<file path="src/cbt_pkg.sv">
// Package: register map, field layout, types and constants for bit timing and receiver flags
package cbt_pkg;
    // Byte addresses of the word registers
    localparam logic [7:0] ADDR_CTRL   = 8'h00;
    localparam logic [7:0] ADDR_BTR0   = 8'h04;
    localparam logic [7:0] ADDR_BTR1   = 8'h0c;
    localparam logic [7:0] ADDR_RFLG   = 8'h10;
    localparam logic [7:0] ADDR_RIER   = 8'h14;
    localparam logic [7:0] ADDR_ERRCNT = 8'h18;
    // Timing register 1 fields
    localparam int BTR1_TRIPLE_SAMPLE_SELECT_BIT = 7;
    localparam int BTR1_SEG2_LSB = 4;
    localparam int BTR1_SEG1_LSB = 0;
    // Receiver flag register bit positions
    localparam int RF_WAKE = 7;
    localparam int RF_CSC  = 6;
    localparam int RF_RS1  = 5;
    localparam int RF_RS0  = 4;
    localparam int RF_TS1  = 3;
    localparam int RF_TS0  = 2;
    localparam int RF_OVR  = 1;
    localparam int RF_RXF  = 0;
    // Control register bit positions
    localparam int CTRL_INIT_RQ = 0;
    localparam int CTRL_INIT_AK = 1;
    localparam int CTRL_WAKE_EN = 2;
    localparam int CTRL_SLEEP   = 3;
    // Reset values
    localparam logic [7:0] BTR0_RESET = 8'h00;
    localparam logic [7:0] BTR1_RESET = 8'h00;
    localparam logic [7:0] RFLG_RESET = 8'h00;
    localparam logic [7:0] RIER_RESET = 8'h00;
    // Error state thresholds
    localparam logic [8:0] LIM_WARN = 9'h060;
    localparam logic [8:0] LIM_PASS = 9'h07f;
    localparam logic [8:0] LIM_BOFF = 9'h0ff;
    // Counter steps
    localparam logic [8:0] ERR_STEP_BIG = 9'h008;
    localparam logic [8:0] ERR_STEP_ONE = 9'h001;

    typedef enum logic [1:0] {
        ST_OK   = 2'h0,
        ST_WARN = 2'h1,
        ST_ERR  = 2'h2,
        ST_BOFF = 2'h3
    } bus_state_t;

    typedef struct packed {
        logic       triple;
        logic [2:0] seg2;
        logic [3:0] seg1;
    } timing_t;

    typedef struct packed {
        logic rx_error;
        logic rx_ok;
        logic tx_error;
        logic tx_ok;
        logic bus_recover;
    } err_event_t;
endpackage : cbt_pkg

</file>
<file path="src/cbt_bit_timer.sv">
// Bit timer: quantum prescaler, segment sequencing and bus sampling
`timescale 1ns/100ps
`default_nettype none
module cbt_bit_timer #(
    parameter int PRESC_W = 6
) (
    input  wire logic               clk,
    input  wire logic               rst_n,
    input  wire logic               ce,
    input  wire logic               run,
    input  wire logic [PRESC_W-1:0] prescale,
    input  wire cbt_pkg::timing_t   timing,
    input  wire logic               rx_in,
    output logic                    bit_strobe,
    output logic                    bit_value
);
    initial begin
        if (PRESC_W < 1 || PRESC_W > 8) $error("PRESC_W out of range");
    end

    logic [PRESC_W-1:0] presc_reg;
    logic [4:0]         quantum_reg;
    logic [2:0]         hist_reg;
    logic               bit_strobe_reg;
    logic               bit_value_reg;

    wire        tq_tick    = (presc_reg == prescale);
    // Bit spans 1 + (seg1+1) + (seg2+1) quanta
    wire [4:0]  last_q     = 5'(timing.seg1) + 5'(timing.seg2) + 5'h02;
    wire [4:0]  sample_q   = 5'(timing.seg1) + 5'h01;
    wire        at_sample  = tq_tick && (quantum_reg == sample_q);
    wire [2:0]  hist_next  = {hist_reg[1:0], rx_in};
    wire        majority   = (hist_next[0] & hist_next[1]) | (hist_next[0] & hist_next[2])
                             | (hist_next[1] & hist_next[2]);
    wire        sampled    = timing.triple ? majority : rx_in;

    always_ff @(posedge clk) begin
        if (!rst_n || !run) begin
            presc_reg      <= '0;
            quantum_reg    <= 5'h00;
            hist_reg       <= 3'h7;
            bit_strobe_reg <= 1'b0;
            bit_value_reg  <= 1'b1;
        end else if (ce) begin
            presc_reg      <= tq_tick ? '0 : presc_reg + 1'b1;
            bit_strobe_reg <= at_sample;
            if (tq_tick) begin
                quantum_reg <= (quantum_reg == last_q) ? 5'h00 : quantum_reg + 5'h01;
                hist_reg    <= hist_next;
            end
            if (at_sample) begin
                bit_value_reg <= sampled;
            end
        end
    end

    assign bit_strobe = bit_strobe_reg;
    assign bit_value  = bit_value_reg;
endmodule : cbt_bit_timer
`default_nettype wire

</file>
<file path="src/cbt_top.sv">
// Top: APB registers, receiver flags, error state tracking and bit timer
`timescale 1ns/100ps
`default_nettype none
module cbt_top #(
    parameter int PRESC_W = 6
) (
    input  wire logic        CORE_CLK,
    input  wire logic        RESET_N,
    input  wire logic        CLK_EN,
    input  wire logic        PSEL,
    input  wire logic        PENABLE,
    input  wire logic        PWRITE,
    input  wire logic [7:0]  PADDR,
    input  wire logic [31:0] PWDATA,
    output logic      [31:0] PRDATA,
    output logic             PREADY,
    output logic             PSLVERR,
    input  wire logic        RX_IN,
    input  wire logic        RX_MSG_OK,
    input  wire logic        RX_OVERRUN,
    input  wire cbt_pkg::err_event_t ERR_EVENT,
    output logic             RX_SHIFT,
    output logic             BIT_STROBE,
    output logic             BIT_VALUE,
    output logic             WAKE_IRQ,
    output logic             ERROR_IRQ,
    output logic             RX_IRQ
);
    initial begin
        if (PRESC_W != 6) $error("PRESC_W must match the prescaler field");
    end

    ////////////////////////////////////////////////////////////////////////////////
    // APB decode
    wire       setup_ph  = PSEL && !PENABLE;
    wire       access_ph = PSEL && PENABLE;
    wire       wr_en     = access_ph && PWRITE && CLK_EN;
    wire       hit_ctrl  = (PADDR == cbt_pkg::ADDR_CTRL);
    wire       hit_btr0  = (PADDR == cbt_pkg::ADDR_BTR0);
    wire       hit_btr1  = (PADDR == cbt_pkg::ADDR_BTR1);
    wire       hit_rflg  = (PADDR == cbt_pkg::ADDR_RFLG);
    wire       hit_rier  = (PADDR == cbt_pkg::ADDR_RIER);
    wire       hit_cnt   = (PADDR == cbt_pkg::ADDR_ERRCNT);
    wire       mapped    = hit_ctrl | hit_btr0 | hit_btr1 | hit_rflg | hit_rier | hit_cnt;

    logic [3:0]  ctrl_reg;
    logic [7:0]  btr0_reg;
    logic [7:0]  btr1_reg;
    logic [7:0]  rflg_reg;
    logic [7:0]  rier_reg;
    logic [8:0]  tec_reg;
    logic [7:0]  rec_reg;
    logic [31:0] prdata_reg;
    logic        pready_reg;
    logic        pslverr_reg;
    logic        rx_prev_reg;
    logic        shift_reg;
    logic        wake_irq_reg;
    logic        err_irq_reg;
    logic        rx_irq_reg;

    wire in_init  = ctrl_reg[cbt_pkg::CTRL_INIT_RQ] && ctrl_reg[cbt_pkg::CTRL_INIT_AK];
    wire out_init = !ctrl_reg[cbt_pkg::CTRL_INIT_RQ] && !ctrl_reg[cbt_pkg::CTRL_INIT_AK];

    ////////////////////////////////////////////////////////////////////////////////
    // Error state decode
    function automatic cbt_pkg::bus_state_t tx_state(input logic [8:0] tx_error_count);
        if (tx_error_count > cbt_pkg::LIM_BOFF)      tx_state = cbt_pkg::ST_BOFF;
        else if (tx_error_count > cbt_pkg::LIM_PASS) tx_state = cbt_pkg::ST_ERR;
        else if (tx_error_count > cbt_pkg::LIM_WARN) tx_state = cbt_pkg::ST_WARN;
        else                              tx_state = cbt_pkg::ST_OK;
    endfunction : tx_state

    function automatic cbt_pkg::bus_state_t rx_state(input logic [7:0] rx_error_count, input logic [8:0] tx_error_count);
        if (tx_error_count > cbt_pkg::LIM_BOFF)             rx_state = cbt_pkg::ST_BOFF;
        else if ({1'b0, rx_error_count} > cbt_pkg::LIM_PASS) rx_state = cbt_pkg::ST_ERR;
        else if ({1'b0, rx_error_count} > cbt_pkg::LIM_WARN) rx_state = cbt_pkg::ST_WARN;
        else                                      rx_state = cbt_pkg::ST_OK;
    endfunction : rx_state

    // Bus-off exit clears both counts, so the receiver also decodes OK
    wire [1:0] live_rs   = rx_state(rec_reg, tec_reg);
    wire [1:0] live_ts   = tx_state(tec_reg);
    wire [1:0] shown_rs  = {rflg_reg[cbt_pkg::RF_RS1], rflg_reg[cbt_pkg::RF_RS0]};
    wire [1:0] shown_ts  = {rflg_reg[cbt_pkg::RF_TS1], rflg_reg[cbt_pkg::RF_TS0]};
    wire       csc_busy  = rflg_reg[cbt_pkg::RF_CSC];
    wire       st_change = (live_rs != shown_rs) || (live_ts != shown_ts);
    wire       st_load   = st_change && !csc_busy;

    ////////////////////////////////////////////////////////////////////////////////
    // Fault confinement counters
    wire [8:0] tec_up  = (tec_reg > 9'h1f7) ? 9'h100 : tec_reg + cbt_pkg::ERR_STEP_BIG;
    wire [8:0] tec_dn  = (tec_reg == 9'h000) ? 9'h000 : tec_reg - cbt_pkg::ERR_STEP_ONE;
    wire [7:0] rec_up  = (rec_reg > 8'hf7) ? 8'hff : rec_reg + 8'h08;
    wire [7:0] rec_dn  = (rec_reg > 8'h7f) ? 8'h77 : ((rec_reg == 8'h00) ? 8'h00 : rec_reg - 8'h01);
    wire       boff    = (tec_reg > cbt_pkg::LIM_BOFF);
    wire [8:0] tec_next = boff ? (ERR_EVENT.bus_recover ? 9'h000 : tec_reg)
                         : ERR_EVENT.tx_error ? tec_up
                         : ERR_EVENT.tx_ok ? tec_dn : tec_reg;
    wire [7:0] rec_next = (boff && ERR_EVENT.bus_recover) ? 8'h00
                         : ERR_EVENT.rx_error ? rec_up
                         : ERR_EVENT.rx_ok ? rec_dn : rec_reg;

    ////////////////////////////////////////////////////////////////////////////////
    // Flag events; set wins over a simultaneous clear
    wire       sleeping  = ctrl_reg[cbt_pkg::CTRL_SLEEP];
    wire       wake_ev   = sleeping && ctrl_reg[cbt_pkg::CTRL_WAKE_EN] && rx_prev_reg && !RX_IN;
    // No shift in init: the flag would be dropped and the message lost
    wire       rxf_set   = RX_MSG_OK && !rflg_reg[cbt_pkg::RF_RXF] && !in_init;
    wire [7:0] set_mask  = {wake_ev, st_load, 4'h0, RX_OVERRUN, rxf_set};
    wire [7:0] held      = {1'b0, 1'b0, 4'hf, 1'b0, 1'b0};
    // Clearable only once its cause has gone
    // Change flag has no lasting cause: a pending change must stay clearable
    wire [7:0] cause     = {wake_ev, 1'b0, 4'h0, RX_OVERRUN, RX_MSG_OK};
    wire       rflg_wr   = wr_en && hit_rflg && out_init;
    wire [7:0] clr_mask  = rflg_wr ? (PWDATA[7:0] & ~held & ~cause) : 8'h00;
    wire [7:0] flags_kept = (rflg_reg & ~clr_mask) | set_mask;
    wire [3:0] state_bits = st_load ? {live_rs, live_ts} : {shown_rs, shown_ts};
    wire [7:0] rflg_next = in_init ? ((cbt_pkg::RFLG_RESET & ~held) | (rflg_reg & held))
                         : {flags_kept[7:6], state_bits, flags_kept[1:0]};

    wire [3:0] ctrl_next = {PWDATA[3], PWDATA[2], ctrl_reg[cbt_pkg::CTRL_INIT_RQ], PWDATA[0]};
    wire [7:0] rier_next = in_init ? cbt_pkg::RIER_RESET
                         : (wr_en && hit_rier && out_init) ? PWDATA[7:0] : rier_reg;

    wire [31:0] rd_mux = hit_ctrl ? {28'h0, ctrl_reg}
                       : hit_btr0 ? {24'h0, btr0_reg}
                       : hit_btr1 ? {24'h0, btr1_reg}
                       : hit_rflg ? {24'h0, rflg_reg}
                       : hit_rier ? {24'h0, rier_reg}
                       : hit_cnt  ? {15'h0, tec_reg, rec_reg} : 32'h0;

    ////////////////////////////////////////////////////////////////////////////////
    // Registers
    always_ff @(posedge CORE_CLK) begin
        if (!RESET_N) begin
            ctrl_reg    <= 4'h0;
            btr0_reg    <= cbt_pkg::BTR0_RESET;
            btr1_reg    <= cbt_pkg::BTR1_RESET;
            rflg_reg    <= cbt_pkg::RFLG_RESET;
            rier_reg    <= cbt_pkg::RIER_RESET;
            tec_reg     <= 9'h000;
            rec_reg     <= 8'h00;
            rx_prev_reg <= 1'b1;
        end else if (CLK_EN) begin
            if (wr_en && hit_ctrl) begin
                ctrl_reg <= ctrl_next;
            end else begin
                // Acknowledge follows request one cycle later
                ctrl_reg[cbt_pkg::CTRL_INIT_AK] <= ctrl_reg[cbt_pkg::CTRL_INIT_RQ];
            end
            if (wr_en && hit_btr0 && in_init) begin
                btr0_reg <= PWDATA[7:0];
            end
            if (wr_en && hit_btr1 && in_init) begin
                btr1_reg <= PWDATA[7:0];
            end
            rflg_reg    <= rflg_next;
            rier_reg    <= rier_next;
            tec_reg     <= tec_next;
            rec_reg     <= rec_next;
            rx_prev_reg <= RX_IN;
        end
    end

    // Zero-wait APB: ready rises in the first access cycle
    always_ff @(posedge CORE_CLK) begin
        if (!RESET_N) begin
            prdata_reg  <= 32'h0;
            pready_reg  <= 1'b0;
            pslverr_reg <= 1'b0;
        end else if (CLK_EN) begin
            pready_reg  <= setup_ph;
            pslverr_reg <= setup_ph && !mapped;
            prdata_reg  <= (setup_ph && !PWRITE) ? rd_mux : 32'h0;
        end
    end

    // Interrupt requests as registered flag-and-enable terms
    always_ff @(posedge CORE_CLK) begin
        if (!RESET_N) begin
            wake_irq_reg <= 1'b0;
            err_irq_reg  <= 1'b0;
            rx_irq_reg   <= 1'b0;
            shift_reg    <= 1'b0;
        end else if (CLK_EN) begin
            wake_irq_reg <= rflg_next[cbt_pkg::RF_WAKE] && rier_next[cbt_pkg::RF_WAKE];
            err_irq_reg  <= (rflg_next[cbt_pkg::RF_CSC] && rier_next[cbt_pkg::RF_CSC])
                            || (rflg_next[cbt_pkg::RF_OVR] && rier_next[cbt_pkg::RF_OVR]);
            rx_irq_reg   <= rflg_next[cbt_pkg::RF_RXF] && rier_next[cbt_pkg::RF_RXF];
            shift_reg    <= rxf_set;
        end
    end

    assign PRDATA    = prdata_reg;
    assign PREADY    = pready_reg;
    assign PSLVERR   = pslverr_reg;
    assign RX_SHIFT  = shift_reg;
    assign WAKE_IRQ  = wake_irq_reg;
    assign ERROR_IRQ = err_irq_reg;
    assign RX_IRQ    = rx_irq_reg;

    ////////////////////////////////////////////////////////////////////////////////
    // Bit timer, stopped in init and sleep
    cbt_bit_timer #(
        .PRESC_W (PRESC_W)
    ) u_timer (
        .clk        (CORE_CLK),
        .rst_n      (RESET_N),
        .ce         (CLK_EN),
        .run        (out_init && !sleeping),
        .prescale   (btr0_reg[PRESC_W-1:0]),
        .timing     (cbt_pkg::timing_t'(btr1_reg)),
        .rx_in      (RX_IN),
        .bit_strobe (BIT_STROBE),
        .bit_value  (BIT_VALUE)
    );

    ////////////////////////////////////////////////////////////////////////////////
    // Checks
    property p_init_hold;
        @(posedge CORE_CLK) disable iff (!RESET_N)
        (CLK_EN && in_init) |=> (rflg_reg[7:6] == 2'b00 && rflg_reg[1:0] == 2'b00);
    endproperty
    a_init_hold: assert property (p_init_hold) else $error("flags not held in init");

    property p_freeze;
        @(posedge CORE_CLK) disable iff (!RESET_N)
        (CLK_EN && csc_busy && !in_init) |=> $stable(rflg_reg[5:2]);
    endproperty
    a_freeze: assert property (p_freeze) else $error("state code moved while pending");

    property p_csc_set;
        @(posedge CORE_CLK) disable iff (!RESET_N)
        (CLK_EN && !in_init && st_change && !csc_busy) |=> (csc_busy && shown_ts == $past(live_ts));
    endproperty
    a_csc_set: assert property (p_csc_set) else $error("state change not flagged");

    property p_rxf_block;
        @(posedge CORE_CLK) disable iff (!RESET_N)
        (CLK_EN && rflg_reg[cbt_pkg::RF_RXF]) |=> !RX_SHIFT;
    endproperty
    a_rxf_block: assert property (p_rxf_block) else $error("shift while full");

    property p_btr_lock;
        @(posedge CORE_CLK) disable iff (!RESET_N)
        (CLK_EN && !in_init) |=> $stable(btr1_reg);
    endproperty
    a_btr_lock: assert property (p_btr_lock) else $error("timing changed outside init");

    property p_rx_irq;
        @(posedge CORE_CLK) disable iff (!RESET_N)
        (CLK_EN && rflg_reg[cbt_pkg::RF_RXF] && rier_reg[cbt_pkg::RF_RXF] && !in_init) ##1 CLK_EN
        |-> ##1 RX_IRQ || !rflg_reg[cbt_pkg::RF_RXF];
    endproperty
    a_rx_irq: assert property (p_rx_irq) else $error("receive irq missing");

    property p_tx_boff;
        @(posedge CORE_CLK) disable iff (!RESET_N)
        (CLK_EN && !csc_busy && !in_init && tec_reg > cbt_pkg::LIM_BOFF) |=> (shown_rs == 2'b11 && shown_ts == 2'b11);
    endproperty
    a_tx_boff: assert property (p_tx_boff) else $error("bus-off code wrong");

    property p_ovr_set;
        @(posedge CORE_CLK) disable iff (!RESET_N)
        (CLK_EN && RX_OVERRUN && !in_init) |=> rflg_reg[cbt_pkg::RF_OVR];
    endproperty
    a_ovr_set: assert property (p_ovr_set) else $error("overrun not flagged");
endmodule : cbt_top
`default_nettype wire

</file>
<file path="config.mk">
export PLATFORM = sky130hd
export DESIGN_NAME = cbt_top
export DESIGN_NICKNAME = d
export VERILOG_FILES = /design/src/cbt_pkg.sv /design/src/cbt_bit_timer.sv /design/src/cbt_top.sv
export SDC_FILE = /design/constraint.sdc
export NUM_CORES = 1
export LEC_CHECK = 0
export BUFFER_PORTS_ARGS = -buffer_cell sky130_fd_sc_hd__buf_2
export CAP_MARGIN = 10
export CORE_MARGIN = 10
export CORE_UTILIZATION = 45
export DETAILED_ROUTE_END_ITERATION = 8
export PLACE_DENSITY = 0.66
export SLEW_MARGIN = 20
export SYNTH_ARGS = -nofsm -noshare
export SYNTH_HDL_FRONTEND = slang
export SYNTH_SLANG_ARGS = --single-unit
</file>
<file path="constraint.sdc">
create_clock -name CORE_CLK -period 6.2 [get_ports CORE_CLK]
set_input_delay 0.31 -clock CORE_CLK [delete_from_list [all_inputs] [get_ports CORE_CLK]]
set_output_delay 0.31 -clock CORE_CLK [all_outputs]
set_load 0.03 [all_outputs]
</file>
==> impl_metrics.json <==
{
  "startpoint": "tec_reg[3]",
  "grt_max_degree": 67,
  "drive_gt1_share_pct": 12.4,
  "post-route-period-util_pct": 45.7,
  "io_pins": 94,
  "finalHoldViolations": 0,
  "hold_ws_ns": 0.232,
  "fin_setup_tns_ns": 0,
  "start_util_pct": 45.7,
  "dpl_worst_slack_ns": 3.37,
  "postRouteAntennaNets": 0,
  "status": "completed",
  "die_x_um": 130,
  "die_area_um2": 16900,
  "slew_violations": 0,
  "rsz0062_at_grt": "no",
  "cp_slowest_cell": "a31oi_2",
  "layout.cells.non_filler": 866,
  "gp_congestion": 0.917,
  "reg2reg_from": "tec_reg[3]",
  "yosys-top-cells-count": "dfxtp_1, nand2_1, nor2_1",
  "powerDensity_nw_per_um2": 235,
  "p_total_mw": 1.41,
  "grt_pass1_vias": 4797,
  "routed_via_density": 5.91,
  "cp_top_family": "compound AO/OA/AOI/OAI gates",
  "cp_max_fo": 14,
  "min-delay-start": "RX_IN",
  "crit_buf_inv": 0,
  "yosysMostFrequentCell": "dfxtp_1",
  "drt_iter0_drc": 402,
  "syn_avg_cell_area_um2": 7.91,
  "dp_hpwl_um": 11300,
  "placed_area_um2": 5690,
  "grt_antenna_before_repair": 0,
  "hold_path.class": "primary input to flop",
  "drc": 0,
  "synth_top_area_share_pct": 33.8,
  "cts.sinks": 92,
  "clk_latency_ns": 0.36,
  "ctsHoldBuffers": 0,
  "cts-root-buf": "clkbuf_16",
  "cts_resized": 0,
  "ys_seq_elements": 92,
  "maxCapViolations": 0,
  "n_antenna_cell": 0,
  "final_area_um2": 5980,
  "drt-wirelength-per-cell_um": 17.9,
  "clkTransAtPathRegs_ns": 0.06,
  "yosysUniqueCellTypes": 75,
  "slew-limit-headroom_pct": 37.7,
  "wirelength_um": 15500,
  "cts_made_buffers": 9,
  "period_needed_ns": 2.83,
  "synth-main-ff-cell": "dfxtp_1",
  "yosysWarnings": 0,
  "seq_area_frac_synth_pct": 33.8,
  "fin_skew_ns": 0.00961,
  "ctsHtreeMaxLevel": 3,
  "vias": 5122,
  "dieHeight_um": 130,
  "ir_drop_mv": 0.128,
  "fmax_mhz": 353,
  "syn_inst": 689,
  "max_stage_delay_ns": 0.58,
  "grt_usage_pct": 18.5,
  "post_cts_buffers": 0,
  "grt_pass1_wl_um": 24900,
  "worstPathCellList": "ha_1 > and4_1 > a31oi_2 > mux2_2 > a21oi_1 > o21a_1 > mux2i_1",
  "place_inst": 851,
  "setup_viol": 0,
  "rows": 40,
  "setup_ws_ns": 3.37,
  "power.leakage_nw": 2.43,
  "finalNetCount": 788,
  "grt_overflow_total": 0,
  "final_util_pct": 50.2,
  "start_kind": "flop",
  "synth_top_area_cell": "dfxtp_1",
  "largest_reg_flops": 17,
  "netlist_area_um2": 5450,
  "cts_tree": "done",
  "drt_first_pass_iters": 5,
  "crit_required_ns": 6.48,
  "crit_type": "flop to flop",
  "yosys-top-cells-area": "dfxtp_1, nand2_1, a21oi_1",
  "coreArea_um2": 11900,
  "async_flop_share_pct": 0,
  "numPortBuffers": 54,
  "synth_edf_count": 0,
  "syn_to_final_growth_pct": 9.74,
  "worst_setup_path_end_kind": "flop",
  "cts_buffer_depth": 2,
  "cp.arrival_ns": 3.11,
  "worstMarginPinSlew_ns": 0.926
}
-- worst register-to-register path, cell delays in order (launching register included) --
cell and delay (ns):
dfxtp_1 0.46, ha_1 0.34, and4_1 0.28, a31oi_2 0.59
mux2_2 0.40, a21oi_1 0.26, o21a_1 0.23, mux2i_1 0.21
-- cell usage in the layout, fill, tap and decap left out, drive strengths merged, types with 4 or more instances in the layout --
cell	instances
a21oi	57
o21ai	33
nor2	73
nand3	20
nor4	9
and3	4
a221oi	8
nand2	89
nand3b	5
xor2	12
conb	15
o41ai	4
nor2b	9
or3	5
xnor2	17
ha	18
a22oi	20
inv	22
nand4	10
dfxtp	92
buf	56
o21a	7
nor3	19
clkbuf	12
and2	8
or4	5
mux2i	23
-- logic make-up after synthesis --
| family | synth area share, % |
|---|---|
| mux | 4.64 |
| flops | 33.8 |
| xor+xnor | 4.66 |
| compound gates | 20.9 |
| buf+inv | 6.71 |
| fa+ha+maj | 4.50 |
| simple gates | 24.7 |
| other cells | 0.0688 |
-- worst paths after layout --
check                                            to  slack, ns  depth (start not counted)
worst max-delay path                    rflg_reg[4]       3.37                          7
worst min-delay path            u_timer.hist_reg[0]       0.23                          3
worst max register to register          rflg_reg[4]       3.37                          7
worst min register to register               PREADY       0.46                          2
-- area by class of cell --
type                    count  area [um^2]
fillers                  1165         5930
multi-input cells         533         3290
flip-flops and latches     92         1840
repair buffers             56          285
clock buffers              12          267
well taps                 147          184
inverters                  23         86.3
clock inverters             3         21.3
-- report_power, final --
group          switching [mW]  leakage [nW]  total [mW]  internal, mW
logic                   0.138          1.55       0.219        0.0812
registers              0.0349         0.746       0.644         0.610
clock network           0.240         0.141       0.543         0.303
-- routing by layer --
metal | track usage, % | wire length, um
met1 | 24.0 | 6920
met2 | 28.6 | 7130
met3 | 4.22 | 1000
met4 | 8.13 | 457
met5 | 0 | 0
(Power assumes the default switching activity.)
